--- src/crtt_pkg.sv ---
package crtt_pkg;
	// index space
	localparam int REG_COUNT = 18;
	localparam logic [4:0] IDX_HTOTAL = 5'h00;
	localparam logic [4:0] IDX_HDISP = 5'h01;
	localparam logic [4:0] IDX_HPOS = 5'h02;
	localparam logic [4:0] IDX_SWIDTH = 5'h03;
	localparam logic [4:0] IDX_VTOTAL = 5'h04;
	localparam logic [4:0] IDX_VADJ = 5'h05;
	localparam logic [4:0] IDX_VDISP = 5'h06;
	localparam logic [4:0] IDX_VPOS = 5'h07;
	localparam logic [4:0] IDX_MODE = 5'h08;
	localparam logic [4:0] IDX_MAXRA = 5'h09;
	localparam logic [4:0] IDX_CURSOR = 5'h0A;
	//////////////////////////////////////////////////////////////////////////////
	// field positions
	localparam int HSW_LSB = 0;
	localparam int VSW_LSB = 4;
	localparam int SCAN_LSB = 0;
	localparam int CSKEW_LSB = 4;
	localparam int DSKEW_LSB = 6;
	localparam int CSTART_LSB = 0;
	localparam int CMODE_LSB = 5;
	//////////////////////////////////////////////////////////////////////////////
	// encodings and counts
	localparam logic [4:0] VSW_ZERO_WIDTH = 5'h10;
	localparam int BLINK16_BIT = 3;
	localparam int BLINK32_BIT = 4;
	localparam logic [1:0] SKEW_NONE = 2'h0;
	localparam logic [1:0] SKEW_ONE = 2'h1;
	localparam logic [1:0] SKEW_TWO = 2'h2;
	localparam logic [1:0] CUR_STEADY = 2'h0;
	localparam logic [1:0] CUR_HIDDEN = 2'h1;
	localparam logic [1:0] CUR_BLINK16 = 2'h2;
	localparam logic [1:0] CUR_BLINK32 = 2'h3;
	localparam int CHAR_CLK_NS = 20;
	typedef enum logic {crtt_v_rows, crtt_v_adjust} crtt_vphase_t;
endpackage

--- src/crtt_skew.sv ---
`timescale 1ns/10ps
module crtt_skew (
	// clock and reset
	input wire logic sys_clk,
	input wire logic rst,
	// delay code and signal
	input wire logic [1:0] skew_code,
	input wire logic sig_in,
	output logic sig_out
);
	typedef struct packed {
		logic d1;
		logic d2;
		logic out;
	} crtt_skew_t;
	crtt_skew_t st;
	crtt_skew_t next_st;

	always_comb begin
		next_st = st;
		next_st.d1 = sig_in;
		next_st.d2 = st.d1;
		case (skew_code)
			crtt_pkg::SKEW_NONE: next_st.out = sig_in;
			crtt_pkg::SKEW_ONE: next_st.out = st.d1;
			crtt_pkg::SKEW_TWO: next_st.out = st.d2;
			default: next_st.out = 1'b0;
		endcase
		if (rst) begin
			next_st = '0;
		end
	end

	always_ff @(posedge sys_clk) begin
		st <= next_st;
	end

	assign sig_out = st.out;
endmodule

--- src/crtt_blink.sv ---
`timescale 1ns/10ps
module crtt_blink (
	// clock and reset
	input wire logic sys_clk,
	input wire logic rst,
	// field events and mode
	input wire logic field_tick,
	input wire logic [1:0] blink_mode,
	output logic cursor_visible
);
	typedef struct packed {
		logic [4:0] cnt;
		logic visible;
	} crtt_blink_t;
	crtt_blink_t st;
	crtt_blink_t next_st;

	always_comb begin
		next_st = st;
		if (field_tick) begin
			next_st.cnt = st.cnt + 5'h01;
		end
		// shown for first half of period
		case (blink_mode)
			crtt_pkg::CUR_STEADY: next_st.visible = 1'b1;
			crtt_pkg::CUR_HIDDEN: next_st.visible = 1'b0;
			crtt_pkg::CUR_BLINK16: next_st.visible = !next_st.cnt[crtt_pkg::BLINK16_BIT];
			default: next_st.visible = !next_st.cnt[crtt_pkg::BLINK32_BIT];
		endcase
		if (rst) begin
			next_st = '0;
		end
	end

	always_ff @(posedge sys_clk) begin
		st <= next_st;
	end

	assign cursor_visible = st.visible;
endmodule

--- src/crtt_timing.sv ---
`timescale 1ns/10ps
module crtt_timing (
	// clock and reset
	input wire logic sys_clk,
	input wire logic rst,
	// host register port
	input wire logic bus_cs_n,
	input wire logic index_or_data_select,
	input wire logic bus_wr,
	input wire logic [7:0] bus_wdata,
	// cursor location from address logic
	input wire logic cursor_here,
	// display outputs
	output logic hsync_out,
	output logic vsync_out,
	output logic display_enable_out,
	output logic cursor_video_out,
	output logic [4:0] raster_addr,
	output logic field_odd
);
	typedef struct packed {
		logic [4:0] register_index;
		logic [7:0] horizontal_total;
		logic [7:0] horizontal_displayed;
		logic [7:0] horizontal_sync_position;
		logic [7:0] sync_pulse_widths;
		logic [6:0] vertical_total;
		logic [4:0] vertical_total_adjust;
		logic [6:0] vertical_displayed;
		logic [6:0] vertical_sync_position;
		logic [7:0] scan_mode_and_skew;
		logic [4:0] max_raster_address;
		logic [6:0] cursor_first_raster;
		logic [7:0] h_cnt;
		logic [4:0] ra;
		logic [6:0] row;
		logic [4:0] adj_cnt;
		crtt_pkg::crtt_vphase_t vphase;
		logic field;
		logic [3:0] hs_cnt;
		logic [4:0] hs_run;
		logic [3:0] hs_len;
		logic hsync;
		logic [4:0] vs_cnt;
		logic vsync;
		logic [4:0] ra_out;
		logic field_tick;
		logic disp_raw;
		logic cur_raw;
	} crtt_state_t;
	crtt_state_t st;
	crtt_state_t next_st;

	logic interlace;
	logic video;
	logic h_end;
	logic line_ref;
	logic row_end;
	logic field_done;
	logic disp_now;
	logic vs_trigger;
	logic cursor_visible;
	logic [7:0] vs_ref;
	logic [4:0] ra_first;
	logic [4:0] ra_step;
	logic [3:0] hsync_width_field;
	logic [4:0] vs_width;

	//////////////////////////////////////////////////////////////////////////////
	// decode of programmed fields
	always_comb begin
		interlace = st.scan_mode_and_skew[crtt_pkg::SCAN_LSB];
		video = interlace && st.scan_mode_and_skew[crtt_pkg::SCAN_LSB + 1];
		hsync_width_field = st.sync_pulse_widths[crtt_pkg::HSW_LSB +: 4];
		if (st.sync_pulse_widths[crtt_pkg::VSW_LSB +: 4] == 4'h0) begin
			vs_width = crtt_pkg::VSW_ZERO_WIDTH;
		end else begin
			vs_width = {1'b0, st.sync_pulse_widths[crtt_pkg::VSW_LSB +: 4]};
		end
		// odd interlace field references vsync to mid line
		if (interlace && st.field) begin
			vs_ref = {1'b0, st.horizontal_total[7:1]};
		end else begin
			vs_ref = 8'h00;
		end
		// video mode walks alternate rasters per field
		if (video) begin
			ra_first = {4'h0, st.field};
			ra_step = 5'h02;
		end else begin
			ra_first = 5'h00;
			ra_step = 5'h01;
		end
		h_end = st.h_cnt == st.horizontal_total;
		line_ref = st.h_cnt == vs_ref;
		row_end = st.ra >= st.max_raster_address;
		disp_now = (st.h_cnt < st.horizontal_displayed)
			&& (st.row < st.vertical_displayed)
			&& (st.vphase == crtt_pkg::crtt_v_rows);
		vs_trigger = line_ref && (st.vphase == crtt_pkg::crtt_v_rows)
			&& (st.row == st.vertical_sync_position) && (st.ra == ra_first) && !st.vsync;
	end

	//////////////////////////////////////////////////////////////////////////////
	// next state
	always_comb begin
		next_st = st;
		field_done = 1'b0;
		next_st.field_tick = 1'b0;
		// horizontal counter
		if (h_end) begin
			next_st.h_cnt = 8'h00;
		end else begin
			next_st.h_cnt = st.h_cnt + 8'h01;
		end
		// horizontal sync
		if (st.hsync) begin
			next_st.hs_run = st.hs_run + 5'h01;
		end else begin
			next_st.hs_run = 5'h00;
		end
		if (st.h_cnt == st.horizontal_sync_position && hsync_width_field != 4'h0) begin
			next_st.hsync = 1'b1;
			next_st.hs_cnt = hsync_width_field - 4'h1;
			next_st.hs_len = hsync_width_field;
			next_st.hs_run = 5'h00;
		end else if (st.hsync) begin
			if (st.hs_cnt == 4'h0) begin
				next_st.hsync = 1'b0;
			end else begin
				next_st.hs_cnt = st.hs_cnt - 4'h1;
			end
		end
		// raster, row and adjust counting
		if (h_end) begin
			case (st.vphase)
				crtt_pkg::crtt_v_rows: begin
					if (row_end) begin
						next_st.ra = ra_first;
						if (st.row == st.vertical_total) begin
							if (st.vertical_total_adjust == 5'h00) begin
								field_done = 1'b1;
							end else begin
								next_st.vphase = crtt_pkg::crtt_v_adjust;
								next_st.adj_cnt = 5'h00;
							end
						end else begin
							next_st.row = st.row + 7'h01;
						end
					end else begin
						next_st.ra = st.ra + ra_step;
					end
				end
				crtt_pkg::crtt_v_adjust: begin
					if (st.adj_cnt == st.vertical_total_adjust - 5'h01) begin
						field_done = 1'b1;
					end else begin
						next_st.adj_cnt = st.adj_cnt + 5'h01;
					end
				end
				default: begin
					next_st.vphase = crtt_pkg::crtt_v_rows;
				end
			endcase
		end
		// field end: toggle field only in interlace
		if (field_done) begin
			next_st.row = 7'h00;
			next_st.adj_cnt = 5'h00;
			next_st.vphase = crtt_pkg::crtt_v_rows;
			next_st.field = interlace && !st.field;
			next_st.ra = (video && !st.field) ? 5'h01 : 5'h00;
			next_st.field_tick = 1'b1;
		end
		// vertical sync, counted in rasters
		if (vs_trigger) begin
			next_st.vsync = 1'b1;
			next_st.vs_cnt = vs_width - 5'h01;
		end else if (st.vsync && line_ref) begin
			if (st.vs_cnt == 5'h00) begin
				next_st.vsync = 1'b0;
			end else begin
				next_st.vs_cnt = st.vs_cnt - 5'h01;
			end
		end
		// video timing, cursor gated by display
		next_st.disp_raw = disp_now;
		next_st.cur_raw = disp_now && cursor_here && cursor_visible
			&& (st.ra >= st.cursor_first_raster[crtt_pkg::CSTART_LSB +: 5]);
		next_st.ra_out = st.ra;
		// host writes
		if (bus_wr && !bus_cs_n) begin
			if (!index_or_data_select) begin
				next_st.register_index = bus_wdata[4:0];
			end else begin
				case (st.register_index)
					crtt_pkg::IDX_HTOTAL: next_st.horizontal_total = bus_wdata;
					crtt_pkg::IDX_HDISP: next_st.horizontal_displayed = bus_wdata;
					crtt_pkg::IDX_HPOS: next_st.horizontal_sync_position = bus_wdata;
					crtt_pkg::IDX_SWIDTH: next_st.sync_pulse_widths = bus_wdata;
					crtt_pkg::IDX_VTOTAL: next_st.vertical_total = bus_wdata[6:0];
					crtt_pkg::IDX_VADJ: next_st.vertical_total_adjust = bus_wdata[4:0];
					crtt_pkg::IDX_VDISP: next_st.vertical_displayed = bus_wdata[6:0];
					crtt_pkg::IDX_VPOS: next_st.vertical_sync_position = bus_wdata[6:0];
					crtt_pkg::IDX_MODE: next_st.scan_mode_and_skew = bus_wdata;
					crtt_pkg::IDX_MAXRA: next_st.max_raster_address = bus_wdata[4:0];
					crtt_pkg::IDX_CURSOR: next_st.cursor_first_raster = bus_wdata[6:0];
					default: begin
					end
				endcase
			end
		end
		// reset clears timing only, registers kept
		if (rst) begin
			next_st.h_cnt = 8'h00;
			next_st.ra = 5'h00;
			next_st.row = 7'h00;
			next_st.adj_cnt = 5'h00;
			next_st.vphase = crtt_pkg::crtt_v_rows;
			next_st.field = 1'b0;
			next_st.hs_cnt = 4'h0;
			next_st.hs_run = 5'h00;
			next_st.hsync = 1'b0;
			next_st.vs_cnt = 5'h00;
			next_st.vsync = 1'b0;
			next_st.ra_out = 5'h00;
			next_st.field_tick = 1'b0;
			next_st.disp_raw = 1'b0;
			next_st.cur_raw = 1'b0;
		end
	end

	always_ff @(posedge sys_clk) begin
		st <= next_st;
	end

	//////////////////////////////////////////////////////////////////////////////
	// skew and blink
	crtt_skew u_disp_skew (
		.sys_clk(sys_clk),
		.rst(rst),
		.skew_code(st.scan_mode_and_skew[crtt_pkg::DSKEW_LSB +: 2]),
		.sig_in(st.disp_raw),
		.sig_out(display_enable_out)
	);

	crtt_skew u_cur_skew (
		.sys_clk(sys_clk),
		.rst(rst),
		.skew_code(st.scan_mode_and_skew[crtt_pkg::CSKEW_LSB +: 2]),
		.sig_in(st.cur_raw),
		.sig_out(cursor_video_out)
	);

	crtt_blink u_blink (
		.sys_clk(sys_clk),
		.rst(rst),
		.field_tick(field_done),
		.blink_mode(st.cursor_first_raster[crtt_pkg::CMODE_LSB +: 2]),
		.cursor_visible(cursor_visible)
	);

	assign hsync_out = st.hsync;
	assign vsync_out = st.vsync;
	assign raster_addr = st.ra_out;
	assign field_odd = st.field;
endmodule

--- config.mk ---
export PLATFORM = sky130hd
export DESIGN_NAME = crtt_timing
export DESIGN_NICKNAME = d
export VERILOG_FILES = /design/src/crtt_pkg.sv /design/src/crtt_skew.sv /design/src/crtt_blink.sv /design/src/crtt_timing.sv
export SDC_FILE = /design/constraint.sdc
export NUM_CORES = 1
export LEC_CHECK = 0
export BUFFER_PORTS_ARGS = -buffer_cell sky130_fd_sc_hd__buf_4
export CAP_MARGIN = 20
export CORE_ASPECT_RATIO = 1.5
export CORE_MARGIN = 5
export CORE_UTILIZATION = 40
export DETAILED_ROUTE_END_ITERATION = 10
export PLACE_DENSITY = 0.56
export SETUP_SLACK_MARGIN = 0.15
export SYNTH_ARGS = -nofsm -noshare
export SYNTH_HDL_FRONTEND = slang
export SYNTH_SLANG_ARGS = --single-unit
--- constraint.sdc ---
create_clock -name sys_clk -period 3.8 [get_ports sys_clk]
set_input_delay 0.57 -clock sys_clk [delete_from_list [all_inputs] [get_ports sys_clk]]
set_output_delay 0.57 -clock sys_clk [all_outputs]
set_load 0.02 [all_outputs]
==> summary by stage <==
Yosys
In this run the biggest area consumer among cell types represents 37.5% of the synthesized area. Among all flip-flop cells after synthesis, the most frequent one is sky130_fd_sc_hd__edfxtp_1. The synthesized area divided by synthesized cell count is 11.3 µm². Counting flops with an async set or reset pin after synthesis yields a share of 0%. The mapped netlist covers 0.00648 mm². The number of distinct library cells after synthesis is 61. The synthesis-stage register bit count is 138. Synthesis produced 575 cells.

The portion of the post-synthesis area used by sequential elements is 55.2%. Yosys mapped a number of flops with a built-in enable equal to 81. The synthesis warning total is 0. Ranked by total cell area, the synthesized netlist is headed by sky130_fd_sc_hd__edfxtp_1 (38%), sky130_fd_sc_hd__dfxtp_1 (18%), sky130_fd_sc_hd__ha_1 (6.2%), sky130_fd_sc_hd__xor2_1 (4.5%), sky130_fd_sc_hd__nor2_1 (4.4%). The synthesized netlist net count is 622. The library cell occupying the most area in the post-synthesis netlist is sky130_fd_sc_hd__edfxtp_1.

Worst setup path
The family with the most delay on the worst path is simple AND/OR/NAND/NOR gates. In this run the worst setup path terminates at st[13]. On the worst path, the slowest cell contributes a delay of 0.53 ns. The critical path startpoint is st[49]. The capturing point of the worst reg2reg path is st[13]. The critical path goes through nor4bb_1 > a31oi_1 > o32ai_1 > nand4_1 > or2_2 > a21oi_1 > ha_1 > nand2_1 > nor3_1 > xnor2_1 > a211oi_1. The register-to-register setup slack is 0.77 ns. The category of the worst setup path launch point is a flop. The nature of the critical path endpoint is a flop. The highest-delay cell along the critical path is sky130_fd_sc_hd__dfxtp_1. The critical path required time is 4.11 ns. The critical path contains buffers and inverters numbering 0 combined. STA puts the critical path data arrival time at 3.35 ns. The origin of the critical flop-to-flop path is st[49]. The top fanout value on the critical path is 9.

The number of cells on the worst reg-to-reg path is 11. The category of the critical setup timing path is reg -> reg. Counting buffers and inverters, the worst setup path is 11 cells deep.

Routing
Before antenna repair, the detailed router went through 4 iterations. The per-cell via count in the routed design is 5.17. The final route contains 4210 vias.

The sum of routed wire length over all layers is 13700 µm. The detailed router finished its first iteration with 250 violations. Once detail routing completed, the nets flagged for antenna violations numbered 0. After detailed routing, the number of remaining DRC violations is 0.

The detail-routed net length per standard cell is 16.9 µm.

STA
The maximum clock skew at final layout is 0.00980 ns. The number of setup violations in the final report is 0. In this run the tightest slew margin relative to its limit is 48.5%. Subtracting the final worst setup slack from the clock period gives 3.03 ns. At the pin with the least slew margin, the transition time is 0.770 ns. The final-report hold violation count came to 0.

In the finished design, the share of the clock period the worst path needs comes to 79.8%. Setup repair after global routing left no endpoint under its margin. The total count of max-transition violations in the final report is 0. For the final routed database, the setup TNS stands at 0 ns. The maximum achievable frequency is 330 MHz.

Die
Row generation in the floorplan step produced 57 rows. The total area inside the core boundary comes to 0.0160 mm². The top-level port count is 24. In this run the vertical extent of the chip is 166 µm.

The area enclosed by the die boundary is 0.0189 mm². The die is 114 µm wide. For this configuration, the core starts out at a cell density of 40.4%.

Finish
The filler cells instantiated in the layout total 1471. Compared with the post-synthesis result, the final layout area differs by 13.7%. The post-route netlist has 11.7% of its cells at a drive strength greater than 1. The register area is 0.00357 mm².

The repair_antennas step left the layout with diodes totalling 0. The area taken by multi-input logic gates is 0.00264 mm². The layout net count is 642. In the layout the commonest cells are sky130_fd_sc_hd__edfxtp_1 (81), sky130_fd_sc_hd__nor2_1 (76), sky130_fd_sc_hd__dfxtp_1 (57), sky130_fd_sc_hd__inv_1 (37), sky130_fd_sc_hd__xor2_1 (33). The most common library cell in the layout ignoring fill and taps is sky130_fd_sc_hd__edfxtp_1. Cells fill 45.9% of the core in the end.

Clock network
The TritonCTS clock tree is yes. The clock drives 138 sinks. The CTS H-tree depth is 4. The tree is rooted in a sky130_fd_sc_hd__clkbuf_16. The clock slew seen by the registers of the worst setup and hold paths is 0.06 ns. Clock tree synthesis inserted a total of 17 buffers. The cts-stage hold buffer count is 0. In this run, post-CTS repair resized a total of 0 instances. The number of buffers on the longest clock path is 2. Clock latency on the worst-skew pair, taken at its later pin, is 0.41 ns.

After clock tree synthesis, the setup repair step added 0 buffers.

Worst hold path
The worst min-delay path class is in -> reg.

Pwr
The leakage dissipation is 0.00275 µW. The maximum resistive drop on vdd is 0.000218 V. Dividing total power by cell area gives a power density of 444 mW/mm². Power comes to 3270 µW.

Global route
Global routing used 15.0% of the available tracks. The first global-routing pass estimated 21800 µm of wire. The number of antenna violations at the first check in global routing was 0. Entering global routing, the biggest net connects 43 pins.

The number of global-route vias before repair was 4169. The remaining global-route overflow is 0.

Placed design
At the end of routability-driven placement, the weighted congestion stood at 0.828. Detailed placement ended at an HPWL of 9640 µm. In this run the tool buffered the top-level ports with 23 buffer cells.

Job
Max-cap violations in this run came to 0.

Outcome
The run finished with clean final reports.
[logic make-up (layout without fill, tap and decap cells)]
group	after synthesis	after routing	synth area share [%]
AO/OA/AOI/OAI	83	83	8.38
buffers and inverters	60	93	4.04
XOR/XNOR	66	66	9.33
adder cells (fa/ha/maj)	33	33	6.49
flip-flops	138	138	55.2
AND/OR/NAND/NOR	188	188	15.5
multiplexers	7	7	1.08
[registers in the layout, summed over array words and instances, names as in the netlist]
signal	count
field_odd	1
hsync_out	1
hsync_width_field	4
interlace	1
raster_addr	5
st	113
u_blink.cursor_visible	1
u_blink.st	5
u_cur_skew.sig_out	1
u_cur_skew.st	2
u_disp_skew.sig_out	1
u_disp_skew.st	2
vsync_out	1
[per-layer routing]
layer  global-route usage, %  routed length [µm]
met2                    26.0                7090
met5                       0                   0
met3                    3.50                 402
met4                    6.20                 350
met1                    17.7                5890
[stage by stage]
step	worst slack (ns)	cells	instance area, µm²	hold WS (ns)
3_3_place_gp	0.973	782	6790	0.452
3_5_place_dp	0.817	782	6790	0.460
4_1_cts	0.741	814	7370	0.407
5_1_grt	0.465	814	7370	0.392
2_1_floorplan	1.12	575	6480	0.435
6_report	0.767	814	7370	0.410
[cell type report]
| type | instances | share of cell area (%) |
|---|---|---|
| timing repair buffer | 24 | 2.45 |
| clock buffer | 24 | 6.98 |
| sequential | 138 | 48.5 |
| clock inverter | 8 | 0.798 |
| multi-input combinational | 377 | 35.9 |
| inverter | 37 | 1.89 |
| tap | 206 | 3.50 |
[synth_stat cells, types with 9 or more instances]
cell type	n
sky130_fd_sc_hd__edfxtp_1	81
sky130_fd_sc_hd__nor2_1	76
sky130_fd_sc_hd__dfxtp_1	57
sky130_fd_sc_hd__inv_1	37
sky130_fd_sc_hd__xor2_1	33
sky130_fd_sc_hd__ha_1	32
sky130_fd_sc_hd__xnor2_1	31
sky130_fd_sc_hd__a21oi_1	21
sky130_fd_sc_hd__nand2_1	20
sky130_fd_sc_hd__o21ai_0	18
sky130_fd_sc_hd__nor2b_1	12
sky130_fd_sc_hd__nor3_1	11
sky130_fd_sc_hd__nand2b_1	10
sky130_fd_sc_hd__clkbuf_1	9
sky130_fd_sc_hd__nand4_1	9
[power breakdown]
group	switching (µW)	leakage, µW	internal [µW]
combinational	51.6	0.00129	27.3
sequential	12.3	0.00119	1590
clock	636	0.000273	950
total	699	0.00275	2570
[worst min-delay path by stage]
stage               cells after the start                end  slack [ns]                   start
floorplan                               2              st[0]        0.44  u_blink.cursor_visible
global placement                        1  u_disp_skew.st[1]        0.45       u_disp_skew.st[2]
detailed placement                      1   u_cur_skew.st[1]        0.46        u_cur_skew.st[2]
CTS                                     1            st[116]        0.41            bus_wdata[7]
global route                            1            st[116]        0.39            bus_wdata[7]
finish                                  1            st[116]        0.41            bus_wdata[7]
Power figures use the tool's default switching activity.
